### src/asr_params.svh
`ifndef ASR_PARAMS_SVH
`define ASR_PARAMS_SVH

// Register byte offsets
`define ASR_OFF_PIN0 8'h00
`define ASR_OFF_PIN1 8'h04
`define ASR_OFF_PIN2 8'h08
`define ASR_OFF_PIN3 8'h0C
`define ASR_OFF_PIN4 8'h10
`define ASR_OFF_MISC_A 8'h14
`define ASR_OFF_MISC_B 8'h18
`define ASR_OFF_SYS_CONTROL 8'h1C
`define ASR_OFF_STATUS 8'h20

// Field layout
`define ASR_PIN_FIELD_W 7
`define ASR_PIN_FIELDS_PER_REG 4
`define ASR_MISC_FIELD_W 5
`define ASR_MISC_INV4_BIT 30
`define ASR_MISC_INV5_BIT 31
`define ASR_SYS_CONTROL_FLAGS_BIT 20
`define ASR_STATUS_IRQ_LSB 20

// Reset values: every select parks on its constant-low source
`define ASR_RST_PIN 32'h0A14_2850
`define ASR_RST_MISC 32'h3DEF_7BDE
`define ASR_RST_SYS_CONTROL 32'h0000_0000

`endif

### src/asr_pkg.sv
package asr_pkg;

  localparam int ASR_NUM_PINS = 20;
  localparam int ASR_NUM_MISC = 6;
  localparam int ASR_NUM_IRQ = 4;
  localparam int ASR_NUM_PIN_REGS = 5;

  // Pin assignment source codes (0x00..0x51 of the seven-bit encoding)
  localparam logic [6:0] PC_MISC_B_FIRST = 7'h00;
  localparam logic [6:0] PC_MISC_B_LAST = 7'h03;
  localparam logic [6:0] PC_SER_CLK_BASE = 7'h20;
  localparam logic [6:0] PC_SER_CLK_FIRST = 7'h21;
  localparam logic [6:0] PC_SER_CLK_LAST = 7'h25;
  localparam logic [6:0] PC_SER_FS_FIRST = 7'h26;
  localparam logic [6:0] PC_SER_FS_LAST = 7'h2B;
  localparam logic [6:0] PC_TIMER_FIRST = 7'h2C;
  localparam logic [6:0] PC_TIMER_LAST = 7'h2E;
  localparam logic [6:0] PC_FLAG10 = 7'h2F;
  localparam logic [6:0] PC_ACQ_STROBE = 7'h30;
  localparam logic [6:0] PC_FLAG11_FIRST = 7'h34;
  localparam logic [6:0] PC_FLAG11_LAST = 7'h37;
  localparam logic [6:0] PC_PREC_CLK_A = 7'h38;
  localparam logic [6:0] PC_PREC_CLK_B = 7'h39;
  localparam logic [6:0] PC_PREC_FS_A = 7'h3A;
  localparam logic [6:0] PC_PREC_FS_B = 7'h3B;
  localparam logic [6:0] PC_FLAG15 = 7'h3C;
  localparam logic [6:0] PC_RATE_CONV_FIRST = 7'h3D;
  localparam logic [6:0] PC_RATE_CONV_LAST = 7'h40;
  localparam logic [6:0] PC_RX_DATA = 7'h41;
  localparam logic [6:0] PC_RX_FS = 7'h42;
  localparam logic [6:0] PC_RX_CLK = 7'h43;
  localparam logic [6:0] PC_RX_TDM_CLK = 7'h44;
  localparam logic [6:0] PC_TX_DATA = 7'h45;
  localparam logic [6:0] PC_SPI_MISO = 7'h46;
  localparam logic [6:0] PC_SPI_MOSI = 7'h47;
  localparam logic [6:0] PC_SPI_CLK = 7'h48;
  localparam logic [6:0] PC_SPI_SS_FIRST = 7'h49;
  localparam logic [6:0] PC_SPI_SS_LAST = 7'h4C;
  localparam logic [6:0] PC_PLL_FB = 7'h4D;
  localparam logic [6:0] PC_PLL_REF = 7'h4E;
  localparam logic [6:0] PC_LOW = 7'h50;
  localparam logic [6:0] PC_HIGH = 7'h51;

  // Miscellaneous routing source codes
  localparam logic [4:0] MC_PIN_LAST = 5'h13;
  localparam logic [4:0] MC_TIMER_FIRST = 5'h14;
  localparam logic [4:0] MC_TIMER_LAST = 5'h16;
  localparam logic [4:0] MC_ACQ_STROBE = 5'h19;
  localparam logic [4:0] MC_PREC_CLK_A = 5'h1A;
  localparam logic [4:0] MC_PREC_FS_A = 5'h1B;
  localparam logic [4:0] MC_PREC_CLK_B = 5'h1C;
  localparam logic [4:0] MC_PREC_FS_B = 5'h1D;
  localparam logic [4:0] MC_LOW = 5'h1E;
  localparam logic [4:0] MC_HIGH = 5'h1F;

  // On-chip peripheral outputs offered as routing sources
  typedef struct packed {
    logic [5:0] serialPortClk;
    logic [5:0] serialPortFs;
    logic [2:0] timerOut;
    logic [15:0] gpFlagOut;
    logic acquisitionPortStrobe;
    logic [1:0] precisionClock;
    logic [1:0] precisionFrameSync;
    logic [3:0] rateConverterData;
    logic audioReceiverData;
    logic audioReceiverFs;
    logic audioReceiverClock;
    logic audioReceiverTdmClock;
    logic audioTransmitterData;
    logic secondarySpiMiso;
    logic secondarySpiMosi;
    logic secondarySpiClock;
    logic [3:0] secondarySpiSlaveSelect;
    logic pllFeedbackTap;
    logic pllReferenceTap;
  } asr_src_t;

  typedef struct packed {
    logic hsel;
    logic [31:0] haddr;
    logic [1:0] htrans;
    logic hwrite;
    logic [2:0] hsize;
    logic [31:0] hwdata;
    logic hready;
  } asr_ahb_req_t;

  typedef struct packed {
    logic hreadyout;
    logic hresp;
    logic [31:0] hrdata;
  } asr_ahb_rsp_t;

  typedef struct packed {
    logic [ASR_NUM_PIN_REGS-1:0][31:0] pinSel;
    logic [31:0] miscRouteA;
    logic [31:0] miscRouteB;
    logic [31:0] systemControl;
    logic wrPend;
    logic [7:0] wrAddr;
    logic [31:0] rdData;
    logic [ASR_NUM_IRQ-1:0] irqS1;
    logic [ASR_NUM_IRQ-1:0] irqS2;
    logic [ASR_NUM_IRQ-1:0] irqS3;
    logic [ASR_NUM_IRQ-1:0] irqFlag;
    logic [ASR_NUM_PINS-1:0] pinBufIn;
    logic [ASR_NUM_MISC-1:0] miscAIn;
    logic [ASR_NUM_MISC-1:0] miscBIn;
    logic [15:0] parallelPinOut;
  } asr_state_t;

endpackage

### src/audio_signal_route_mux.sv
`timescale 1ns/1ps
`include "asr_params.svh"

// Operation
// - Codes 0x21..0x25 route serial port 1..5 clock to the pin buffer.
// - Codes 0x26..0x2B route serial port 0..5 frame sync, ascending.
// - Codes 0x2C..0x2E route timer 0..2 outputs.
// - Flag 10 at 0x2F, flags 11..14 at 0x34..0x37, flag 15 at 0x3C.
// - Code 0x30 routes acquisition port strobe; 0x31..0x33 reserved.
// - 0x38/0x39 precision clocks A/B; 0x3A/0x3B precision frame syncs A/B.
// - Codes 0x3D..0x40 route rate converter 0..3 data.
// - 0x41..0x44 receiver data, fs, clock, TDM clock; 0x45 transmitter data.
// - 0x46..0x48 secondary SPI MISO, MOSI, clock; 0x49..0x4C slave selects.
// - Code 0x4D PLL feedback tap, 0x4E PLL reference tap.
// - Code 0x4F test-only and 0x52..0x7F reserved.
// - Code 0x50 drives constant low, 0x51 constant high.
// - Parallel-pins-as-flags bit 20 makes 16 address pins flags 0..15.
// - Four interrupt pins read as flags and raise interrupts.
// - Misc select fields are read/write, five bits, codes 0x0..0x1F.
// - Misc codes 0x0..0x13 select pin buffers 1..20.
// - Misc codes 0x14..0x16 select timers 0..2; 0x17, 0x18 reserved.
// - Misc 0x19 strobe; 0x1A..0x1D clock A, fs A, clock B, fs B.
// - Misc 0x1E constant zero, 0x1F constant one.
// - Misc route A bits 30/31 invert misc A inputs 4/5.
// - Misc B inputs 2..5 can be routed directly to pin buffers.
// - Misc routing feeds interrupt/timer inputs and pin-to-pin links.
// - Pin assignment select fields are seven bits wide.
module audio_signal_route_mux
  import asr_pkg::*;
#(
  parameter int NUM_PINS = 20,
  parameter int NUM_IRQ = 4
) (
  input wire logic clk,
  input wire logic reset,
  input wire asr_ahb_req_t ahbReq,
  output asr_ahb_rsp_t ahbRsp,
  input wire asr_src_t periphSrc,
  input wire logic [NUM_PINS-1:0] pinBufOut,
  input wire logic [15:0] parallelAddrOut,
  input wire logic [NUM_IRQ-1:0] irqPin_n,
  output logic [NUM_PINS-1:0] pinBufIn,
  output logic [ASR_NUM_MISC-1:0] miscAIn,
  output logic [ASR_NUM_MISC-1:0] miscBIn,
  output logic [15:0] parallelPinOut,
  output logic [NUM_IRQ-1:0] irqFlag,
  output logic [NUM_IRQ-1:0] irqRequest
);

  // The encodings cover exactly this many pins and interrupt lines
  generate
    if (NUM_PINS != ASR_NUM_PINS || NUM_IRQ != ASR_NUM_IRQ) begin : gBadParams
      $error("audio_signal_route_mux: NUM_PINS must be 20 and NUM_IRQ must be 4");
    end
  endgenerate

  asr_state_t cur_r;
  asr_state_t cur_nxt;

  // Pin assignment source decode
  function automatic logic pinDecode(input logic [6:0] code, input asr_src_t s, input logic [5:0] mb);
    logic r;
    logic [6:0] off;
    r = 1'b0;
    off = 7'h00;
    if (code <= PC_MISC_B_LAST) begin
      off = code - PC_MISC_B_FIRST;
      r = mb[off[1:0] + 3'd2];
    end else if (code >= PC_SER_CLK_FIRST && code <= PC_SER_CLK_LAST) begin
      off = code - PC_SER_CLK_BASE;
      r = s.serialPortClk[off[2:0]];
    end else if (code >= PC_SER_FS_FIRST && code <= PC_SER_FS_LAST) begin
      off = code - PC_SER_FS_FIRST;
      r = s.serialPortFs[off[2:0]];
    end else if (code >= PC_TIMER_FIRST && code <= PC_TIMER_LAST) begin
      off = code - PC_TIMER_FIRST;
      r = s.timerOut[off[1:0]];
    end else if (code == PC_FLAG10) begin
      r = s.gpFlagOut[10];
    end else if (code == PC_ACQ_STROBE) begin
      r = s.acquisitionPortStrobe;
    end else if (code >= PC_FLAG11_FIRST && code <= PC_FLAG11_LAST) begin
      off = code - PC_FLAG11_FIRST;
      r = s.gpFlagOut[off[3:0] + 4'd11];
    end else if (code == PC_FLAG15) begin
      r = s.gpFlagOut[15];
    end else if (code >= PC_RATE_CONV_FIRST && code <= PC_RATE_CONV_LAST) begin
      off = code - PC_RATE_CONV_FIRST;
      r = s.rateConverterData[off[1:0]];
    end else if (code >= PC_SPI_SS_FIRST && code <= PC_SPI_SS_LAST) begin
      off = code - PC_SPI_SS_FIRST;
      r = s.secondarySpiSlaveSelect[off[1:0]];
    end else begin
      case (code)
        PC_PREC_CLK_A: r = s.precisionClock[0];
        PC_PREC_CLK_B: r = s.precisionClock[1];
        PC_PREC_FS_A: r = s.precisionFrameSync[0];
        PC_PREC_FS_B: r = s.precisionFrameSync[1];
        PC_RX_DATA: r = s.audioReceiverData;
        PC_RX_FS: r = s.audioReceiverFs;
        PC_RX_CLK: r = s.audioReceiverClock;
        PC_RX_TDM_CLK: r = s.audioReceiverTdmClock;
        PC_TX_DATA: r = s.audioTransmitterData;
        PC_SPI_MISO: r = s.secondarySpiMiso;
        PC_SPI_MOSI: r = s.secondarySpiMosi;
        PC_SPI_CLK: r = s.secondarySpiClock;
        PC_PLL_FB: r = s.pllFeedbackTap;
        PC_PLL_REF: r = s.pllReferenceTap;
        PC_LOW: r = 1'b0;
        PC_HIGH: r = 1'b1;
        default: r = 1'b0;
      endcase
    end
    return r;
  endfunction

  // Miscellaneous source decode
  function automatic logic miscDecode(input logic [4:0] code, input asr_src_t s, input logic [19:0] pb);
    logic r;
    logic [4:0] off;
    r = 1'b0;
    off = 5'h00;
    if (code <= MC_PIN_LAST) begin
      r = pb[code];
    end else if (code >= MC_TIMER_FIRST && code <= MC_TIMER_LAST) begin
      off = code - MC_TIMER_FIRST;
      r = s.timerOut[off[1:0]];
    end else begin
      case (code)
        MC_ACQ_STROBE: r = s.acquisitionPortStrobe;
        MC_PREC_CLK_A: r = s.precisionClock[0];
        MC_PREC_FS_A: r = s.precisionFrameSync[0];
        MC_PREC_CLK_B: r = s.precisionClock[1];
        MC_PREC_FS_B: r = s.precisionFrameSync[1];
        MC_LOW: r = 1'b0;
        MC_HIGH: r = 1'b1;
        default: r = 1'b0;
      endcase
    end
    return r;
  endfunction

  function automatic logic [31:0] readReg(input logic [7:0] a, input asr_state_t st);
    logic [31:0] d;
    d = 32'h0000_0000;
    case (a)
      `ASR_OFF_PIN0: d = st.pinSel[0];
      `ASR_OFF_PIN1: d = st.pinSel[1];
      `ASR_OFF_PIN2: d = st.pinSel[2];
      `ASR_OFF_PIN3: d = st.pinSel[3];
      `ASR_OFF_PIN4: d = st.pinSel[4];
      `ASR_OFF_MISC_A: d = st.miscRouteA;
      `ASR_OFF_MISC_B: d = st.miscRouteB;
      `ASR_OFF_SYS_CONTROL: d = st.systemControl;
      `ASR_OFF_STATUS: begin
        d[ASR_NUM_PINS-1:0] = st.pinBufIn;
        d[`ASR_STATUS_IRQ_LSB +: ASR_NUM_IRQ] = st.irqFlag;
      end
      default: d = 32'h0000_0000;
    endcase
    return d;
  endfunction

  always_comb begin
    logic addrPhase;
    logic [6:0] pinCode;
    logic [4:0] miscCode;
    logic routed;
    addrPhase = 1'b0;
    pinCode = 7'h00;
    miscCode = 5'h00;
    routed = 1'b0;
    cur_nxt = cur_r;

    // Data phase of a write: store the whole word
    if (cur_r.wrPend) begin
      case (cur_r.wrAddr)
        `ASR_OFF_PIN0: cur_nxt.pinSel[0] = ahbReq.hwdata;
        `ASR_OFF_PIN1: cur_nxt.pinSel[1] = ahbReq.hwdata;
        `ASR_OFF_PIN2: cur_nxt.pinSel[2] = ahbReq.hwdata;
        `ASR_OFF_PIN3: cur_nxt.pinSel[3] = ahbReq.hwdata;
        `ASR_OFF_PIN4: cur_nxt.pinSel[4] = ahbReq.hwdata;
        `ASR_OFF_MISC_A: cur_nxt.miscRouteA = ahbReq.hwdata;
        `ASR_OFF_MISC_B: cur_nxt.miscRouteB = ahbReq.hwdata;
        `ASR_OFF_SYS_CONTROL: cur_nxt.systemControl = ahbReq.hwdata;
        default: cur_nxt.systemControl = cur_r.systemControl;
      endcase
    end

    // Address phase; read data is taken from the updated copy so a read right after a write sees it
    addrPhase = ahbReq.hsel && ahbReq.htrans[1] && ahbReq.hready;
    cur_nxt.wrPend = addrPhase && ahbReq.hwrite;
    cur_nxt.wrAddr = addrPhase ? ahbReq.haddr[7:0] : 8'h00;
    cur_nxt.rdData = 32'h0000_0000;
    if (addrPhase && !ahbReq.hwrite) begin
      cur_nxt.rdData = readReg(ahbReq.haddr[7:0], cur_nxt);
    end

    // Interrupt pins: a change counts once stages two and three agree
    cur_nxt.irqS1 = irqPin_n;
    cur_nxt.irqS2 = cur_r.irqS1;
    cur_nxt.irqS3 = cur_r.irqS2;
    for (int i = 0; i < ASR_NUM_IRQ; i++) begin
      if (cur_r.irqS2[i] == cur_r.irqS3[i]) begin
        cur_nxt.irqFlag[i] = ~cur_r.irqS3[i];
      end
    end

    // Pin buffer inputs, four seven-bit fields per register
    for (int p = 0; p < ASR_NUM_PINS; p++) begin
      pinCode = cur_r.pinSel[p / `ASR_PIN_FIELDS_PER_REG][(p % `ASR_PIN_FIELDS_PER_REG) * `ASR_PIN_FIELD_W +: 7];
      cur_nxt.pinBufIn[p] = pinDecode(pinCode, periphSrc, cur_r.miscBIn);
    end

    // Miscellaneous inputs drive interrupt, timer and pin-to-pin destinations
    for (int m = 0; m < ASR_NUM_MISC; m++) begin
      miscCode = cur_r.miscRouteA[m * `ASR_MISC_FIELD_W +: 5];
      routed = miscDecode(miscCode, periphSrc, pinBufOut);
      if (m == 4) begin
        routed = routed ^ cur_r.miscRouteA[`ASR_MISC_INV4_BIT];
      end
      if (m == 5) begin
        routed = routed ^ cur_r.miscRouteA[`ASR_MISC_INV5_BIT];
      end
      cur_nxt.miscAIn[m] = routed;
      miscCode = cur_r.miscRouteB[m * `ASR_MISC_FIELD_W +: 5];
      cur_nxt.miscBIn[m] = miscDecode(miscCode, periphSrc, pinBufOut);
    end

    // Address pins carry the flag outputs instead of the address when switched over
    if (cur_r.systemControl[`ASR_SYS_CONTROL_FLAGS_BIT]) begin
      cur_nxt.parallelPinOut = periphSrc.gpFlagOut;
    end else begin
      cur_nxt.parallelPinOut = parallelAddrOut;
    end

    if (reset) begin
      cur_nxt = '0;
      cur_nxt.pinSel = {ASR_NUM_PIN_REGS{`ASR_RST_PIN}};
      cur_nxt.miscRouteA = `ASR_RST_MISC;
      cur_nxt.miscRouteB = `ASR_RST_MISC;
      cur_nxt.systemControl = `ASR_RST_SYS_CONTROL;
      cur_nxt.irqS1 = '1;
      cur_nxt.irqS2 = '1;
      cur_nxt.irqS3 = '1;
    end
  end

  always_ff @(posedge clk) begin
    cur_r <= cur_nxt;
  end

  // Zero wait states and always OKAY, so one driver covers the whole response
  assign ahbRsp = '{hreadyout: 1'b1, hresp: 1'b0, hrdata: cur_r.rdData};
  assign pinBufIn = cur_r.pinBufIn;
  assign miscAIn = cur_r.miscAIn;
  assign miscBIn = cur_r.miscBIn;
  assign parallelPinOut = cur_r.parallelPinOut;
  assign irqFlag = cur_r.irqFlag;
  // Level request; the interrupt controller owns edge detection and clearing
  assign irqRequest = cur_r.irqFlag;

endmodule // audio_signal_route_mux

### config.mk
export PLATFORM = sky130hd
export DESIGN_NAME = audio_signal_route_mux
export DESIGN_NICKNAME = d
export VERILOG_FILES = /design/src/asr_pkg.sv /design/src/audio_signal_route_mux.sv
export VERILOG_INCLUDE_DIRS = /design/src
export SDC_FILE = /design/constraint.sdc
export NUM_CORES = 2
export LEC_CHECK = 0
export BUFFER_PORTS_ARGS = -buffer_cell sky130_fd_sc_hd__clkbuf_2
export CELL_PAD_IN_SITES_DETAIL_PLACEMENT = 1
export CELL_PAD_IN_SITES_GLOBAL_PLACEMENT = 1
export CORE_AREA = 2 2 265 398
export CTS_CLUSTER_DIAMETER = 100
export DETAILED_ROUTE_END_ITERATION = 6
export DIE_AREA = 0 0 267 400
export GPL_TIMING_DRIVEN = 0
export PLACE_DENSITY_LB_ADDON = 0.08
export SYNTH_ARGS = -nofsm -noshare
export SYNTH_HDL_FRONTEND = slang
export SYNTH_SLANG_ARGS = --single-unit
export TNS_END_PERCENT = 5
### constraint.sdc
create_clock -name clk -period 4.6 [get_ports clk]
set_clock_uncertainty 0.1 [all_clocks]
set_input_delay 0.46 -clock clk [delete_from_list [all_inputs] [get_ports clk]]
set_output_delay 0.46 -clock clk [all_outputs]
set_load 0.1 [all_outputs]
==> run_summary.xml <==
<?xml version="1.0" encoding="UTF-8"?>
<metrics>
  <group name="run_status">
    <metric name="outcome" unit="">finished with violations</metric>
    <metric name="failed_checks" unit="">max-capacitance violations, max-slew violations, negative setup slack</metric>
  </group>
  <group name="timing">
    <metric name="fmax" unit="MHz">202</metric>
    <metric name="setup_violations" unit="">4</metric>
    <metric name="max-slew-margin-rel" unit="">-0.103</metric>
    <metric name="finalWorstPathRequiredPeriod" unit="ps">4950</metric>
    <metric name="final_count_of_pins_violating_max_slew" unit="">165</metric>
    <metric name="fin_crit_sh" unit="">1.08</metric>
    <metric name="setup_repair_after_global_routing_missed_its_margin" unit="">true</metric>
    <metric name="setup_ws" unit="ps">-348</metric>
    <metric name="finalHoldViolCount" unit="">0</metric>
    <metric name="worstMarginPinSlew" unit="ps">1660</metric>
  </group>
  <group name="run">
    <metric name="drv_cap" unit="">15</metric>
  </group>
  <group name="setup_path">
    <metric name="critical_path.max_fanout" unit="">10</metric>
    <metric name="crit_family" unit="">buffers and inverters</metric>
    <metric name="critical_path.n_buffers_inverters" unit="">4</metric>
    <metric name="path_cells" unit="">clkbuf_2, clkbuf_2, clkbuf_1, buf_1, a31oi_1, a32oi_1, mux2i_1, a311oi_1</metric>
    <metric name="worst_ep_required_time" unit="ps">4920</metric>
    <metric name="critical_path.startpoint_type" unit="">primary input</metric>
    <metric name="cp_num_cells" unit="">8</metric>
    <metric name="critical-path-max-stage-delay" unit="ps">1180</metric>
    <metric name="arrival" unit="ps">5270</metric>
    <metric name="critPathSlowestCell" unit="">sky130_fd_sc_hd__clkbuf_1</metric>
    <metric name="worst-setup-path-type" unit="">primary input to register</metric>
    <metric name="worst_path_most_repeated_cell" unit="">sky130_fd_sc_hd__clkbuf_2</metric>
    <metric name="worstSetupEndpointType" unit="">register</metric>
    <metric name="r2r_cells" unit="">11</metric>
  </group>
  <group name="global_route">
    <metric name="grt_max_degree" unit="">14</metric>
    <metric name="wire_length_of_the_first_global_routing_pass" unit="µm">323000</metric>
    <metric name="met3_usage" unit="">0.131</metric>
    <metric name="grt.busiest_layer" unit="">met2</metric>
    <metric name="globalRouteTotalUtil" unit="">0.439</metric>
    <metric name="gr-usage-met2" unit="">0.675</metric>
    <metric name="grt_use_met1" unit="">0.490</metric>
    <metric name="antenna_found_initial" unit="">29</metric>
    <metric name="overflow" unit="">0</metric>
    <metric name="grt_pass1_vias" unit="">38800</metric>
  </group>
  <group name="drt">
    <metric name="vias" unit="">39800</metric>
    <metric name="drt-initial-drc-count" unit="">4958</metric>
    <metric name="pre_repair_dr_iteration_count" unit="">7</metric>
    <metric name="detail-route-antenna-nets" unit="">0</metric>
    <metric name="post_drt_via_cell_ratio" unit="">6.80</metric>
    <metric name="wirelength" unit="µm">241000</metric>
    <metric name="post-route-drc-count" unit="">0</metric>
    <metric name="mean_routed_wirelength_per_cell" unit="µm">41.1</metric>
  </group>
  <group name="floorplan">
    <metric name="fp-row-count" unit="">145</metric>
    <metric name="io_pins" unit="">258</metric>
    <metric name="initial_utilization" unit="">0.347</metric>
    <metric name="dieArea" unit="mm²">0.107</metric>
    <metric name="fp.dieH" unit="µm">400</metric>
    <metric name="die_width" unit="µm">267</metric>
    <metric name="placeableCoreArea" unit="mm²">0.104</metric>
  </group>
  <group name="synth">
    <metric name="synthDominantCellAreaShare" unit="">0.201</metric>
    <metric name="ys_async_sr_fraction" unit="">0</metric>
    <metric name="synth-edff-count" unit="">0</metric>
    <metric name="mean_area_per_synthesized_cell" unit="µm²">8.68</metric>
    <metric name="synth_ff_type" unit="">sky130_fd_sc_hd__dfxtp_1</metric>
    <metric name="postSynthRegisterBits" unit="">361</metric>
    <metric name="ys.warnings.count" unit="">0</metric>
    <metric name="netlist_area" unit="mm²">0.0359</metric>
    <metric name="library_cells_used_by_synthesis" unit="">89</metric>
    <metric name="seq_area_frac_synth" unit="">0.201</metric>
    <metric name="synth.area.top_cells" unit="">sky130_fd_sc_hd__dfxtp_1 20%, sky130_fd_sc_hd__mux4_2 16%, sky130_fd_sc_hd__mux2i_1 11%</metric>
    <metric name="yosys.area.top_type" unit="">sky130_fd_sc_hd__dfxtp_1</metric>
    <metric name="post_synthesis_net_count" unit="">4504</metric>
    <metric name="postSynthCellCount" unit="">4136</metric>
  </group>
  <group name="cts">
    <metric name="htree_num_levels" unit="">2</metric>
    <metric name="insertion_delay" unit="ps">680</metric>
    <metric name="tritoncts" unit="">built</metric>
    <metric name="cts.sinks" unit="">361</metric>
    <metric name="post_cts_resized" unit="">0</metric>
    <metric name="clkTransAtPathRegs" unit="ps">60</metric>
    <metric name="cts-root-buf" unit="">sky130_fd_sc_hd__clkbuf_16</metric>
    <metric name="cts-buffers-inserted" unit="">45</metric>
    <metric name="cts.path.max_buffers" unit="">3</metric>
  </group>
  <group name="final_layout">
    <metric name="mostFrequentLayoutCells" unit="">388 x sky130_fd_sc_hd__mux2i_1, 377 x sky130_fd_sc_hd__nor2_1, 361 x sky130_fd_sc_hd__dfxtp_1</metric>
    <metric name="util_after_layout" unit="">0.393</metric>
    <metric name="most_common_cell_after_layout_fill_and_taps_aside" unit="">sky130_fd_sc_hd__mux2i_1</metric>
    <metric name="syn_to_final_growth" unit="%">13.3</metric>
    <metric name="layout-drive-gt1-share" unit="">0.181</metric>
    <metric name="finalNetCount" unit="">4765</metric>
  </group>
  <group name="pwr">
    <metric name="power" unit="mW">8.77</metric>
    <metric name="max-vdd-ir-drop" unit="µV">302</metric>
    <metric name="total_leakage_power" unit="nW">15.4</metric>
    <metric name="power.density" unit="mW/mm²">216</metric>
  </group>
  <group name="placement">
    <metric name="place_congestion" unit="">1.08</metric>
    <metric name="half_perimeter_wire_length_of_the_detailed_placement_result" unit="µm">180000</metric>
    <metric name="portBuffers" unit="">189</metric>
  </group>
  <group name="hold_path">
    <metric name="hold_path_class" unit="">primary input to register</metric>
    <metric name="min_delay_path_depth" unit="">2</metric>
  </group>
</metrics>
## area by class of cell
class	count	area, µm²
diodes	23	57.6
plain buffers	554	2570
clock buffers	55	1250
clock inverters	28	417
fillers	12100	62900
inverters	108	405
multi-input cells	3112	25700
flip-flops and latches	361	7230
well taps	1396	1750
repair buffers	215	1270
## worst paths after layout
| path | start | end | slack [ps] |
|---|---|---|---|
| worst max-delay path | periphSrc[41] | pinBufIn[2]$_SDFF_PP0_ | -350 |
| worst min-delay path | ahbReq[45] | cur_r[102]$_SDFF_PP0_ | 10 |
| worst max register to register | cur_r[215]$_SDFF_PP0_ | pinBufIn[2]$_SDFF_PP0_ | 240 |
| worst min register to register | cur_r[63]$_SDFF_PP1_ | cur_r[59]$_SDFF_PP1_ | 310 |
## cell families (layout without fill, tap and decap cells)
logic type / after synthesis / after routing / share of synthesized area
AND/OR/NAND/NOR: 1266 / 1266 / 0.183
AO/OA/AOI/OAI: 932 / 932 / 0.175
multiplexers: 680 / 680 / 0.282
buffers and inverters: 663 / 960 / 0.0818
flip-flops: 361 / 361 / 0.201
adder cells (fa/ha/maj): 200 / 200 / 0.0697
XOR/XNOR: 32 / 32 / 0.00781
other: 2 / 25 / 0.000209
## sequential cells by signal (all words and copies together), names as in the netlist
name            cells
parallelPinOut     16
miscAIn             6
cur_r             277
irqFlag             4
ahbRsp             32
pinBufIn           20
miscBIn             6
## power breakdown
group / total, mW / internal, mW / switching, mW
Sequential: 3.16 / 3.14 / 0.0135
Combinational: 1.44 / 0.375 / 1.06
Clock: 4.18 / 2.41 / 1.77
## synth_stat cells, drive strengths merged (14+ instances only)
master   number
o31ai        27
o21a         20
nor3b        28
mux4        261
nor2        378
a2111oi      15
ha          200
nor2b        49
o211ai       42
a211oi       20
nand2b      121
nor4b        21
nand3       113
clkbuf      365
a222oi       18
a21oi       189
buf         190
nor3         71
nand3b       30
a22o         18
and2         21
a221oi       14
and3b        14
and3         20
dfxtp       361
inv         105
mux2i       388
nor4         63
a31oi        60
o311ai       14
nand4        29
o21ai       149
o22ai       131
mux2         31
a21boi       21
a22oi        39
nand4b       18
xnor2        19
a32oi        16
nand2       230
## metal layers
metal	vias to the layer above	routed length [µm]
met3	1024	23300
li1	16000	-
met2	2761	105000
met5	-	209
met4	24	25800
met1	20000	86000
## stage by stage
| step | hold slack, ps | setup WS (ps) | cells | TNS (ps) | cell area [µm²] |
|---|---|---|---|---|---|
| CTS | 3.06 | 4.58 | 5829 | 0 | 40600 |
| finish | 11.6 | -348 | 5852 | -596 | 40700 |
| detailed placement | 301 | -626 | 5725 | -2970 | 38700 |
| global route | 11.5 | -30.7 | 5830 | -30.7 | 40600 |
| global placement | 291 | -1310 | 5721 | -41840 | 38600 |
| floorplan | 289 | 1110 | 4136 | 0 | 35900 |
## what timing repair did
| item | in CTS | in global routing |
|---|---|---|
| hold buffers | 21 | 0 |
| buffers inserted | 0 | 0 |
| hold endpoints to repair | 21 | 0 |
| endpoints found under the setup margin | 0 | 2 |
Power figures use the tool's default switching activity.
